===== src/inc/lid_pkg.sv =====
// Purpose: Shared types and constants of the display instruction decoder.
// Assumes: One clock; execution times counted in ref_clk cycles.
// Notes: Command masks pair with values; a command matches when (cmd & mask) == value.
package lid_pkg;

    ////////////////////////////////////////////////////////////////////////////////
    // Control byte layout
    localparam int CTRL_CONT_BIT = 7;
    localparam int CTRL_RS_BIT = 6;
    localparam logic [7:0] CTRL_ZERO_MASK = 8'h3f;

    ////////////////////////////////////////////////////////////////////////////////
    // Execution times in clock cycles
    localparam logic [7:0] EXEC_SHORT = 8'h03;
    localparam logic [7:0] EXEC_CLEAR = 8'ha5;

    ////////////////////////////////////////////////////////////////////////////////
    // Instruction encodings
    localparam logic [7:0] OP_NOP = 8'h00;
    localparam logic [7:0] OP_CLEAR = 8'h01;
    localparam logic [7:0] OP_HOME = 8'h02;
    localparam logic [7:0] FSET_MASK = 8'hea;
    localparam logic [7:0] FSET_VAL = 8'h20;
    localparam logic [7:0] ENTRY_MASK = 8'hfc;
    localparam logic [7:0] ENTRY_VAL = 8'h04;
    localparam logic [7:0] DCTL_MASK = 8'hf8;
    localparam logic [7:0] DCTL_VAL = 8'h08;
    localparam logic [7:0] SHIFT_MASK = 8'hf3;
    localparam logic [7:0] SHIFT_VAL = 8'h10;
    localparam logic [7:0] CGADR_MASK = 8'hc0;
    localparam logic [7:0] CGADR_VAL = 8'h40;
    localparam logic [7:0] SCREEN_MASK = 8'hfe;
    localparam logic [7:0] SCREEN_VAL = 8'h02;
    localparam logic [7:0] DCFG_MASK = 8'hfc;
    localparam logic [7:0] DCFG_VAL = 8'h04;
    localparam logic [7:0] ICON_MASK = 8'hf9;
    localparam logic [7:0] ICON_VAL = 8'h08;
    localparam logic [7:0] TEMP_MASK = 8'hfc;
    localparam logic [7:0] TEMP_VAL = 8'h10;

    // Field positions inside command bytes
    localparam int B_DL = 4;
    localparam int B_M = 2;
    localparam int B_H = 0;
    localparam int B_ID = 1;
    localparam int B_S = 0;
    localparam int B_D = 2;
    localparam int B_C = 1;
    localparam int B_B = 0;
    localparam int B_SC = 3;
    localparam int B_RL = 2;
    localparam int B_ADR_TOP = 7;
    localparam int B_L = 0;
    localparam int B_P = 1;
    localparam int B_Q = 0;
    localparam int B_IM = 2;
    localparam int B_IB = 1;
    localparam int B_TC1 = 1;
    localparam int B_TC2 = 0;
    localparam int B_VSEL = 6;

    ////////////////////////////////////////////////////////////////////////////////
    // Memory geometry and fill
    localparam int ADDR_W = 7;
    localparam int RAM_DEPTH = 128;
    localparam logic [6:0] ADDR_LAST = 7'h7f;
    localparam logic [7:0] BLANK_CODE = 8'h20;

    typedef enum logic [2:0] {
        LID_P_IDLE = 3'b000,
        LID_P_CTRL = 3'b001,
        LID_P_CMD = 3'b010,
        LID_P_LAST = 3'b011,
        LID_P_SKIP = 3'b100,
        LID_P_READ = 3'b101
    } lid_parse_e;

    typedef struct packed {
        logic interface_width;
        logic two_line;
        logic ext_set;
        logic entry_inc;
        logic shift_en;
        logic display_on;
        logic cursor_on;
        logic cursor_blink;
        logic screen_mirror;
        logic column_rev;
        logic row_rev;
        logic icon_only_mode;
        logic icon_blink;
        logic temp_coeff_hi;
        logic temp_coeff_lo;
        logic [5:0] volt_a;
        logic [5:0] volt_b;
    } lid_cfg_s;

    localparam lid_cfg_s CFG_RESET = '{interface_width: 1'b1, entry_inc: 1'b1, default: '0};

    // Bytes and strobes from the bus slave front end, same clock
    typedef struct packed {
        logic frame_start;
        logic frame_rnw;
        logic byte_valid;
        logic [7:0] byte_data;
        logic rd_req;
        logic frame_stop;
    } lid_rx_s;

    typedef struct packed {
        logic busy_flag;
        logic [6:0] address_counter;
        logic [6:0] display_shift;
        logic pattern_sel;
    } lid_status_s;

    typedef struct packed {
        lid_parse_e parse;
        logic register_select;
        logic continuation_flag;
        lid_cfg_s cfg;
        logic [6:0] ac;
        logic to_pattern;
        logic [6:0] shift;
        logic [7:0] rd_data;
        logic rd_valid;
        logic clearing;
        logic [6:0] clr_idx;
    } lid_dec_state_s;

    typedef struct packed {
        logic [7:0] count;
    } lid_timer_state_s;

endpackage


===== src/rtl/lid_ram.sv =====
// Purpose: Byte array for display or pattern memory.
// Assumes: Write on the clock edge, read is combinational.
// Notes: No reset; contents are undefined until written or cleared.
module lid_ram (
    input wire logic ref_clk,
    input wire logic wr_en,
    input wire logic [6:0] wr_addr,
    input wire logic [7:0] wr_data,
    input wire logic [6:0] rd_addr,
    output logic [7:0] rd_data
);

    logic [7:0] mem [lid_pkg::RAM_DEPTH];

    always_ff @(posedge ref_clk) begin
        if (wr_en) begin
            mem[wr_addr] <= wr_data;
        end
    end

    // Combinational read lets the decoder register the byte in one cycle
    assign rd_data = mem[rd_addr];

endmodule


===== src/rtl/lid_busy_timer.sv =====
// Purpose: Execution timer that holds the busy flag.
// Assumes: start is a one-cycle pulse from the decoder.
// Notes: Busy is high exactly load_cycles cycles after the start edge.
module lid_busy_timer (
    input wire logic ref_clk,
    input wire logic reset_n,
    input wire logic start,
    input wire logic [7:0] load_cycles,
    output logic busy_flag
);

    lid_pkg::lid_timer_state_s s;
    lid_pkg::lid_timer_state_s next_s;

    always_comb begin
        next_s = s;
        if (start) begin
            next_s.count = load_cycles;
        end else if (s.count != 8'h00) begin
            next_s.count = s.count - 8'h01;
        end
    end

    always_ff @(posedge ref_clk or negedge reset_n) begin
        if (!reset_n) begin
            s <= '0;
        end else begin
            s <= next_s;
        end
    end

    assign busy_flag = (s.count != 8'h00);
endmodule


===== src/rtl/lid_decoder.sv =====
// Purpose: Instruction interpreter of a character display controller.
// Assumes: Bus slave front end on ref_clk delivers received bytes and read requests.
// Notes: Execution cycles are ref_clk cycles; clear sweeps all display memory.

////////////////////////////////////////////////////////////////////////////////
module lid_decoder (
    input wire logic ref_clk,
    input wire logic reset_n,
    input wire lid_pkg::lid_rx_s rx,
    output logic [7:0] rd_data,
    output logic rd_valid,
    output lid_pkg::lid_cfg_s cfg,
    output lid_pkg::lid_status_s status,
    output logic power_down
);

    lid_pkg::lid_dec_state_s s;
    lid_pkg::lid_dec_state_s next_s;

    logic busy_flag;
    logic timer_start;
    logic [7:0] timer_load;
    logic disp_wr_en;
    logic pat_wr_en;
    logic [6:0] wr_addr;
    logic [7:0] wr_data;
    logic [7:0] disp_q;
    logic [7:0] pat_q;
    logic [7:0] ram_q;
    logic [7:0] cmd;
    logic exec_byte;
    logic accept;
    logic read_req;

    function automatic logic is_op(input logic [7:0] c, input logic [7:0] mask,
                                   input logic [7:0] val);
        is_op = ((c & mask) == val);
    endfunction

    function automatic logic [6:0] step(input logic [6:0] a, input logic up);
        step = up ? a + 7'h01 : a - 7'h01;
    endfunction

    ////////////////////////////////////////////////////////////////////////////////
    // Memories and execution timer

    lid_ram u_display_ram (
        .ref_clk(ref_clk),
        .wr_en(disp_wr_en),
        .wr_addr(wr_addr),
        .wr_data(wr_data),
        .rd_addr(s.ac),
        .rd_data(disp_q)
    );

    lid_ram u_pattern_ram (
        .ref_clk(ref_clk),
        .wr_en(pat_wr_en),
        .wr_addr(wr_addr),
        .wr_data(wr_data),
        .rd_addr(s.ac),
        .rd_data(pat_q)
    );

    lid_busy_timer u_busy_timer (
        .ref_clk(ref_clk),
        .reset_n(reset_n),
        .start(timer_start),
        .load_cycles(timer_load),
        .busy_flag(busy_flag)
    );

    ////////////////////////////////////////////////////////////////////////////////
    // Byte stream decode

    assign cmd = rx.byte_data;
    assign ram_q = s.to_pattern ? pat_q : disp_q;
    assign exec_byte = rx.byte_valid && !rx.frame_start && !rx.frame_stop
                       && (s.parse == lid_pkg::LID_P_CMD || s.parse == lid_pkg::LID_P_LAST);
    assign accept = exec_byte && !busy_flag;
    assign read_req = rx.rd_req && (s.parse == lid_pkg::LID_P_READ);

    always_comb begin
        next_s = s;
        next_s.rd_valid = 1'b0;
        timer_start = 1'b0;
        timer_load = lid_pkg::EXEC_SHORT;
        disp_wr_en = 1'b0;
        pat_wr_en = 1'b0;
        wr_addr = s.ac;
        wr_data = cmd;

        // Blank sweep runs under busy, so it never meets a data write
        if (s.clearing) begin
            disp_wr_en = 1'b1;
            wr_addr = s.clr_idx;
            wr_data = lid_pkg::BLANK_CODE;
            next_s.clr_idx = s.clr_idx + 7'h01;
            if (s.clr_idx == lid_pkg::ADDR_LAST) begin
                next_s.clearing = 1'b0;
            end
        end

        if (rx.frame_start) begin
            next_s.parse = rx.frame_rnw ? lid_pkg::LID_P_READ : lid_pkg::LID_P_CTRL;
        end else if (rx.frame_stop) begin
            next_s.parse = lid_pkg::LID_P_IDLE;
        end else if (rx.byte_valid) begin
            unique case (s.parse)
                lid_pkg::LID_P_CTRL: begin
                    // Malformed control byte: drop the rest of the frame
                    if ((cmd & lid_pkg::CTRL_ZERO_MASK) != 8'h00) begin
                        next_s.parse = lid_pkg::LID_P_SKIP;
                    end else begin
                        next_s.register_select = cmd[lid_pkg::CTRL_RS_BIT];
                        next_s.continuation_flag = cmd[lid_pkg::CTRL_CONT_BIT];
                        next_s.parse = lid_pkg::LID_P_CMD;
                    end
                end
                lid_pkg::LID_P_CMD: begin
                    next_s.parse = s.continuation_flag ? lid_pkg::LID_P_CTRL
                                                       : lid_pkg::LID_P_LAST;
                end
                lid_pkg::LID_P_IDLE, lid_pkg::LID_P_LAST, lid_pkg::LID_P_SKIP,
                lid_pkg::LID_P_READ: begin
                    next_s.parse = s.parse;
                end
                default: begin
                    next_s.parse = lid_pkg::LID_P_IDLE;
                end
            endcase
        end

        ////////////////////////////////////////////////////////////////////////////////
        // Execution of an accepted byte
        if (accept) begin
            timer_start = 1'b1;
            if (s.register_select) begin
                // Data byte lands in whichever memory the last address picked
                pat_wr_en = s.to_pattern;
                disp_wr_en = !s.to_pattern;
                next_s.ac = step(s.ac, s.cfg.entry_inc);
                if (s.cfg.shift_en && !s.to_pattern) begin
                    next_s.shift = step(s.shift, s.cfg.entry_inc);
                end
            end else if (cmd == lid_pkg::OP_NOP) begin
                next_s.ac = s.ac;
            end else if (is_op(cmd, lid_pkg::FSET_MASK, lid_pkg::FSET_VAL)) begin
                next_s.cfg.interface_width = cmd[lid_pkg::B_DL];
                next_s.cfg.two_line = cmd[lid_pkg::B_M];
                next_s.cfg.ext_set = cmd[lid_pkg::B_H];
            end else if (!s.cfg.ext_set) begin
                if (cmd == lid_pkg::OP_CLEAR) begin
                    timer_load = lid_pkg::EXEC_CLEAR;
                    next_s.clearing = 1'b1;
                    next_s.clr_idx = '0;
                    next_s.ac = '0;
                    next_s.shift = '0;
                    next_s.to_pattern = 1'b0;
                end else if (cmd == lid_pkg::OP_HOME) begin
                    next_s.ac = '0;
                    next_s.shift = '0;
                    next_s.to_pattern = 1'b0;
                end else if (is_op(cmd, lid_pkg::ENTRY_MASK, lid_pkg::ENTRY_VAL)) begin
                    next_s.cfg.entry_inc = cmd[lid_pkg::B_ID];
                    next_s.cfg.shift_en = cmd[lid_pkg::B_S];
                end else if (is_op(cmd, lid_pkg::DCTL_MASK, lid_pkg::DCTL_VAL)) begin
                    next_s.cfg.display_on = cmd[lid_pkg::B_D];
                    next_s.cfg.cursor_on = cmd[lid_pkg::B_C];
                    next_s.cfg.cursor_blink = cmd[lid_pkg::B_B];
                end else if (is_op(cmd, lid_pkg::SHIFT_MASK, lid_pkg::SHIFT_VAL)) begin
                    if (cmd[lid_pkg::B_SC]) begin
                        next_s.shift = step(s.shift, cmd[lid_pkg::B_RL]);
                    end else begin
                        next_s.ac = step(s.ac, cmd[lid_pkg::B_RL]);
                    end
                end else if (is_op(cmd, lid_pkg::CGADR_MASK, lid_pkg::CGADR_VAL)) begin
                    // Top address bit is kept; only the display address sets it
                    next_s.ac = {s.ac[lid_pkg::ADDR_W-1], cmd[5:0]};
                    next_s.to_pattern = 1'b1;
                end else if (cmd[lid_pkg::B_ADR_TOP]) begin
                    next_s.ac = cmd[6:0];
                    next_s.to_pattern = 1'b0;
                end
            end else begin
                // Reserved extended codes change no setting but still start the busy timer
                if (is_op(cmd, lid_pkg::SCREEN_MASK, lid_pkg::SCREEN_VAL)) begin
                    next_s.cfg.screen_mirror = cmd[lid_pkg::B_L];
                end else if (is_op(cmd, lid_pkg::DCFG_MASK, lid_pkg::DCFG_VAL)) begin
                    next_s.cfg.column_rev = cmd[lid_pkg::B_P];
                    next_s.cfg.row_rev = cmd[lid_pkg::B_Q];
                end else if (is_op(cmd, lid_pkg::ICON_MASK, lid_pkg::ICON_VAL)) begin
                    next_s.cfg.icon_only_mode = cmd[lid_pkg::B_IM];
                    next_s.cfg.icon_blink = cmd[lid_pkg::B_IB];
                end else if (is_op(cmd, lid_pkg::TEMP_MASK, lid_pkg::TEMP_VAL)) begin
                    next_s.cfg.temp_coeff_hi = cmd[lid_pkg::B_TC1];
                    next_s.cfg.temp_coeff_lo = cmd[lid_pkg::B_TC2];
                end else if (cmd[lid_pkg::B_ADR_TOP]) begin
                    if (cmd[lid_pkg::B_VSEL]) begin
                        next_s.cfg.volt_b = cmd[5:0];
                    end else begin
                        next_s.cfg.volt_a = cmd[5:0];
                    end
                end
            end
        end

        ////////////////////////////////////////////////////////////////////////////////
        // Read requests
        if (read_req) begin
            next_s.rd_valid = 1'b1;
            if (!s.register_select) begin
                next_s.rd_data = {busy_flag, s.ac};
            end else if (!busy_flag) begin
                timer_start = 1'b1;
                next_s.rd_data = ram_q;
                next_s.ac = step(s.ac, s.cfg.entry_inc);
                if (s.cfg.shift_en && !s.to_pattern) begin
                    next_s.shift = step(s.shift, s.cfg.entry_inc);
                end
            end else begin
                // Busy data read is not executed; host sees zero
                next_s.rd_data = 8'h00;
            end
        end
    end

    always_ff @(posedge ref_clk or negedge reset_n) begin
        if (!reset_n) begin
            s <= '{parse: lid_pkg::LID_P_IDLE, cfg: lid_pkg::CFG_RESET, default: '0};
        end else begin
            s <= next_s;
        end
    end

    ////////////////////////////////////////////////////////////////////////////////
    // Outputs

    assign rd_data = s.rd_data;
    assign rd_valid = s.rd_valid;
    assign cfg = s.cfg;
    assign power_down = !s.cfg.display_on;
    assign status.busy_flag = busy_flag;
    assign status.address_counter = s.ac;
    assign status.display_shift = s.shift;
    assign status.pattern_sel = s.to_pattern;
endmodule


===== config.mk =====
export PLATFORM = sky130hd
export DESIGN_NAME = lid_decoder
export DESIGN_NICKNAME = d
export VERILOG_FILES = /design/src/inc/lid_pkg.sv /design/src/rtl/lid_ram.sv /design/src/rtl/lid_busy_timer.sv /design/src/rtl/lid_decoder.sv
export SDC_FILE = /design/constraint.sdc
export NUM_CORES = 2
export LEC_CHECK = 0
export BUFFER_PORTS_ARGS = -buffer_cell sky130_fd_sc_hd__buf_2
export CORE_UTILIZATION = 44
export CTS_BUF_LIST = sky130_fd_sc_hd__clkbuf_4 sky130_fd_sc_hd__clkbuf_8
export DETAILED_ROUTE_END_ITERATION = 8
export PLACE_DENSITY = 0.6
export SYNTH_ARGS = -nofsm -noshare
export SYNTH_HDL_FRONTEND = slang
export SYNTH_SLANG_ARGS = --single-unit

===== constraint.sdc =====
create_clock -name ref_clk -period 8.9 [get_ports ref_clk]
set_input_delay 2.225 -clock ref_clk [delete_from_list [all_inputs] [get_ports ref_clk]]
set_output_delay 2.225 -clock ref_clk [all_outputs]
set_load 0.03 [all_outputs]

==> impl_metrics.tcl <==
set metrics [dict create \
    status "complete, but fails checks" \
    failed_checks "capacitance limit" \
    rows 159 \
    finalWeightedCongestion 0.8872 \
    min_path_type "reg2reg" \
    end_kind "flop" \
    final_cell_area_um2 93440 \
    final_antenna_net_count 0 \
    drt_iter0_drc 5680 \
    setup_slack_ns 3.324 \
    cts_tree "yes" \
    yosys.cell_types.count 78 \
    final_cell_mix "edfxtp_1 (2048), mux4_2 (539), clkbuf_8 (364), nor2_1 (329), nand2_1 (206)" \
    required_ns 9.52 \
    power_mw 20.10 \
    cts_buffers 350 \
    holdWs_ns 0.5020 \
    synth_nets 4181 \
    crit_start "rx[12]" \
    worstPathArrival_ns 6.20 \
    synth.ff_latch_count 2120 \
    worst_ir_drop_vdd_v 0.0001535 \
    grt_pass1_wl_um 333100 \
    critPathKind "in2reg" \
    drive_gt1_frac 0.2815 \
    htree_levels 5 \
    cts_resized 0 \
    dp_slack_ns 2.473 \
    synthArstFlopShare 0.03396 \
    cts_hold_buf 0 \
    grt_max_degree 163 \
    drv_slew 0 \
    die-area_um2 192400 \
    final_common_cell "edfxtp_1" \
    synthCells 4159 \
    p_seq_frac 0.548 \
    tightest_slew_ns 1.441 \
    ys.flop_type "edfxtp_1" \
    cts_buffer_depth 4 \
    clkTransAtPathRegs_ns 0.06 \
    wl_um 234900 \
    path_max_fanout 10 \
    critPathLaunchType "primary input" \
    via_per_inst 6.172 \
    clock_skew_ns 0.06926 \
    pwr_density_cell_nw_per_um2 215.1 \
    clkPwrFrac 0.425 \
    num-nets-final 4381 \
    die_w_um 438.7 \
    ys_warn_count 0 \
    dpl.hpwl_um 138000 \
    cts_setup_buffers 0 \
    placedInstanceArea_um2 86610 \
    p_switching_mw 4.309 \
    netSwitchingFraction 0.2144 \
    io_buffers 67 \
    p_leak_nw 29.67 \
    antenna_found_initial 9 \
    clk_latency_ns 1.06 \
    max_freq_mhz 179.3 \
    finalSetupViolations 0 \
    via_count 43870 \
    syn_to_final_growth_pct 11.37 \
    synth_area_um2 83900 \
    drc_errors 0 \
    start_util 0.4449 \
    rsz0062_at_grt "no" \
    synth.yosys.seq_area_share 0.7545 \
    synth_area_per_cell_um2 20.17 \
    synth-edff-count 2048 \
    root_buffer "clkbuf_8" \
    wl_per_cell_um 33.06 \
    period_share 0.6265 \
    io_pins 68 \
    drv_cap 1 \
    internal_power_mw 15.79 \
    hold_viol 0 \
    comb_power_share 0.026 \
    first_global_vias 43600 \
    first_pass_iters 7 \
    slew-limit-headroom 0.01434 \
    cts.sinks 2120 \
    hp-start "cfg[9]$_DFFE_PN0P_" \
    reg2reg_from "status[8]$_DFF_PN0_" \
    die_y_um 438.7 \
    track_usage 0.2441 \
    gr-total-overflow 0 \
    min_period_ns 5.576 \
    core-area_um2 188600 \
]
[routing by layer]
metal,wire (µm),track usage,vias up
met4,8032,0.08660,8
met2,106500,0.3613,2638
li1,-,-,17540
met5,70,0,-
met1,96370,0.3511,23240
met3,24010,0.06281,444
[state kept, by name, summed over array words and instances, names as in the netlist]
| signal | cells |
|---|---|
| u_busy_timer.s | 8 |
| u_pattern_ram.mem | 1024 |
| status | 15 |
| rd_data | 8 |
| cfg | 27 |
| rd_valid | 1 |
| s | 13 |
| u_display_ram.mem | 1024 |
[synth_stat cells, drive strengths merged (5+ instances only)]
| cell type | n | area [µm²] |
|---|---|---|
| o21ai | 62 | 310.3 |
| edfxtp | 2048 | 61500 |
| and2 | 5 | 31.28 |
| xor2 | 14 | 122.6 |
| mux2 | 30 | 337.8 |
| mux4 | 539 | 12140 |
| a21o | 6 | 45.04 |
| ha | 7 | 87.58 |
| clkbuf | 111 | 416.7 |
| nand3 | 37 | 185.2 |
| or2 | 6 | 37.54 |
| a221oi | 15 | 137.6 |
| a211oi | 14 | 105.1 |
| nand2b | 9 | 56.30 |
| a21oi | 48 | 240.2 |
| nor2b | 13 | 81.33 |
| nor3 | 25 | 125.1 |
| and3 | 13 | 81.33 |
| o221ai | 10 | 87.58 |
| dfrtp | 70 | 1752 |
| a32oi | 27 | 236.5 |
| nand3b | 6 | 45.04 |
| mux2i | 61 | 610.6 |
| a22oi | 28 | 210.2 |
| inv | 20 | 75.07 |
| o31ai | 7 | 52.55 |
| nor2 | 334 | 1256 |
| o22ai | 75 | 469.2 |
| xnor2 | 17 | 148.9 |
| nand4 | 10 | 62.56 |
| o41ai | 5 | 43.79 |
| nand2 | 214 | 803.3 |
| buf | 185 | 1244 |
| nor4 | 14 | 108.9 |
| a31oi | 7 | 43.79 |
[worst max-delay path: stages]
cell     delay (ns)
buf_2          0.13
nor4b_1        0.63
and4_1         0.57
nand2_1        0.17
nor3_1         0.63
nand2_1        0.74
buf_4          0.49
nor2_1         0.58
[final cells by class]
type | instances | area [µm²]
diodes | 8 | 20.02
clock buffers | 471 | 5813
clock inverters | 126 | 999.7
fillers | 15220 | 95150
inverters | 21 | 81.33
multi-input cells | 1722 | 18970
flip-flops and latches | 2120 | 63320
well taps | 2495 | 3122
repair buffers | 144 | 1116
[path summary, 6_finish.rpt]
check                                                     endpoint  slack, ns  cells past startpoint
worst max-delay path            u_pattern_ram.mem[10][6]$_DFFE_PP_       3.32                      8
worst min-delay path                            cfg[9]$_DFFE_PN0P_       0.50                      1
worst max register to register              rd_data[3]$_DFFE_PN0P_       3.78                      8
max in group asynchronous                      status[9]$_DFF_PN0_       6.75                      1
worst min register to register                  cfg[9]$_DFFE_PN0P_       0.50                      1
min in group asynchronous                      status[3]$_DFF_PN0_       1.39                      1
[power by group through the flow]
| stage | clock network (mW) | logic, mW | registers [mW] |
|---|---|---|---|
| CTS | 8.66 | 0.525 | 11.0 |
| finish | 8.55 | 0.528 | 11.0 |
| detailed placement | 0 | 0.524 | 11.2 |
| global route | 9.08 | 0.557 | 11.0 |
| global placement | 0 | 0.522 | 11.2 |
| floorplan | 0 | 0.266 | 11.2 |
[kinds of logic (layout without fill, tap and decap cells)]
family	after synthesis	count (layout)	share of synthesized area
muxes	630	630	0.1560
DFF	2120	2120	0.7545
xor gates and xnor gates	31	31	0.003236
and+or+nand+nor	705	705	0.03613
AOI/OAI and AO/OA	349	349	0.02841
adders and majority gates	7	7	0.001044
other	0	8	0
buffers and inverters	317	762	0.02073
[per-stage QoR]
stage	setup TNS [ns]	util	instances
5_1_grt	0	0.4954	7100
3_3_place_gp	0	0.4592	6502
2_1_floorplan	-195.05	-	4159
3_5_place_dp	0	0.4592	6502
6_report	0	0.4955	7107
4_1_cts	0	0.4954	7099
(Power assumes the default switching activity.)
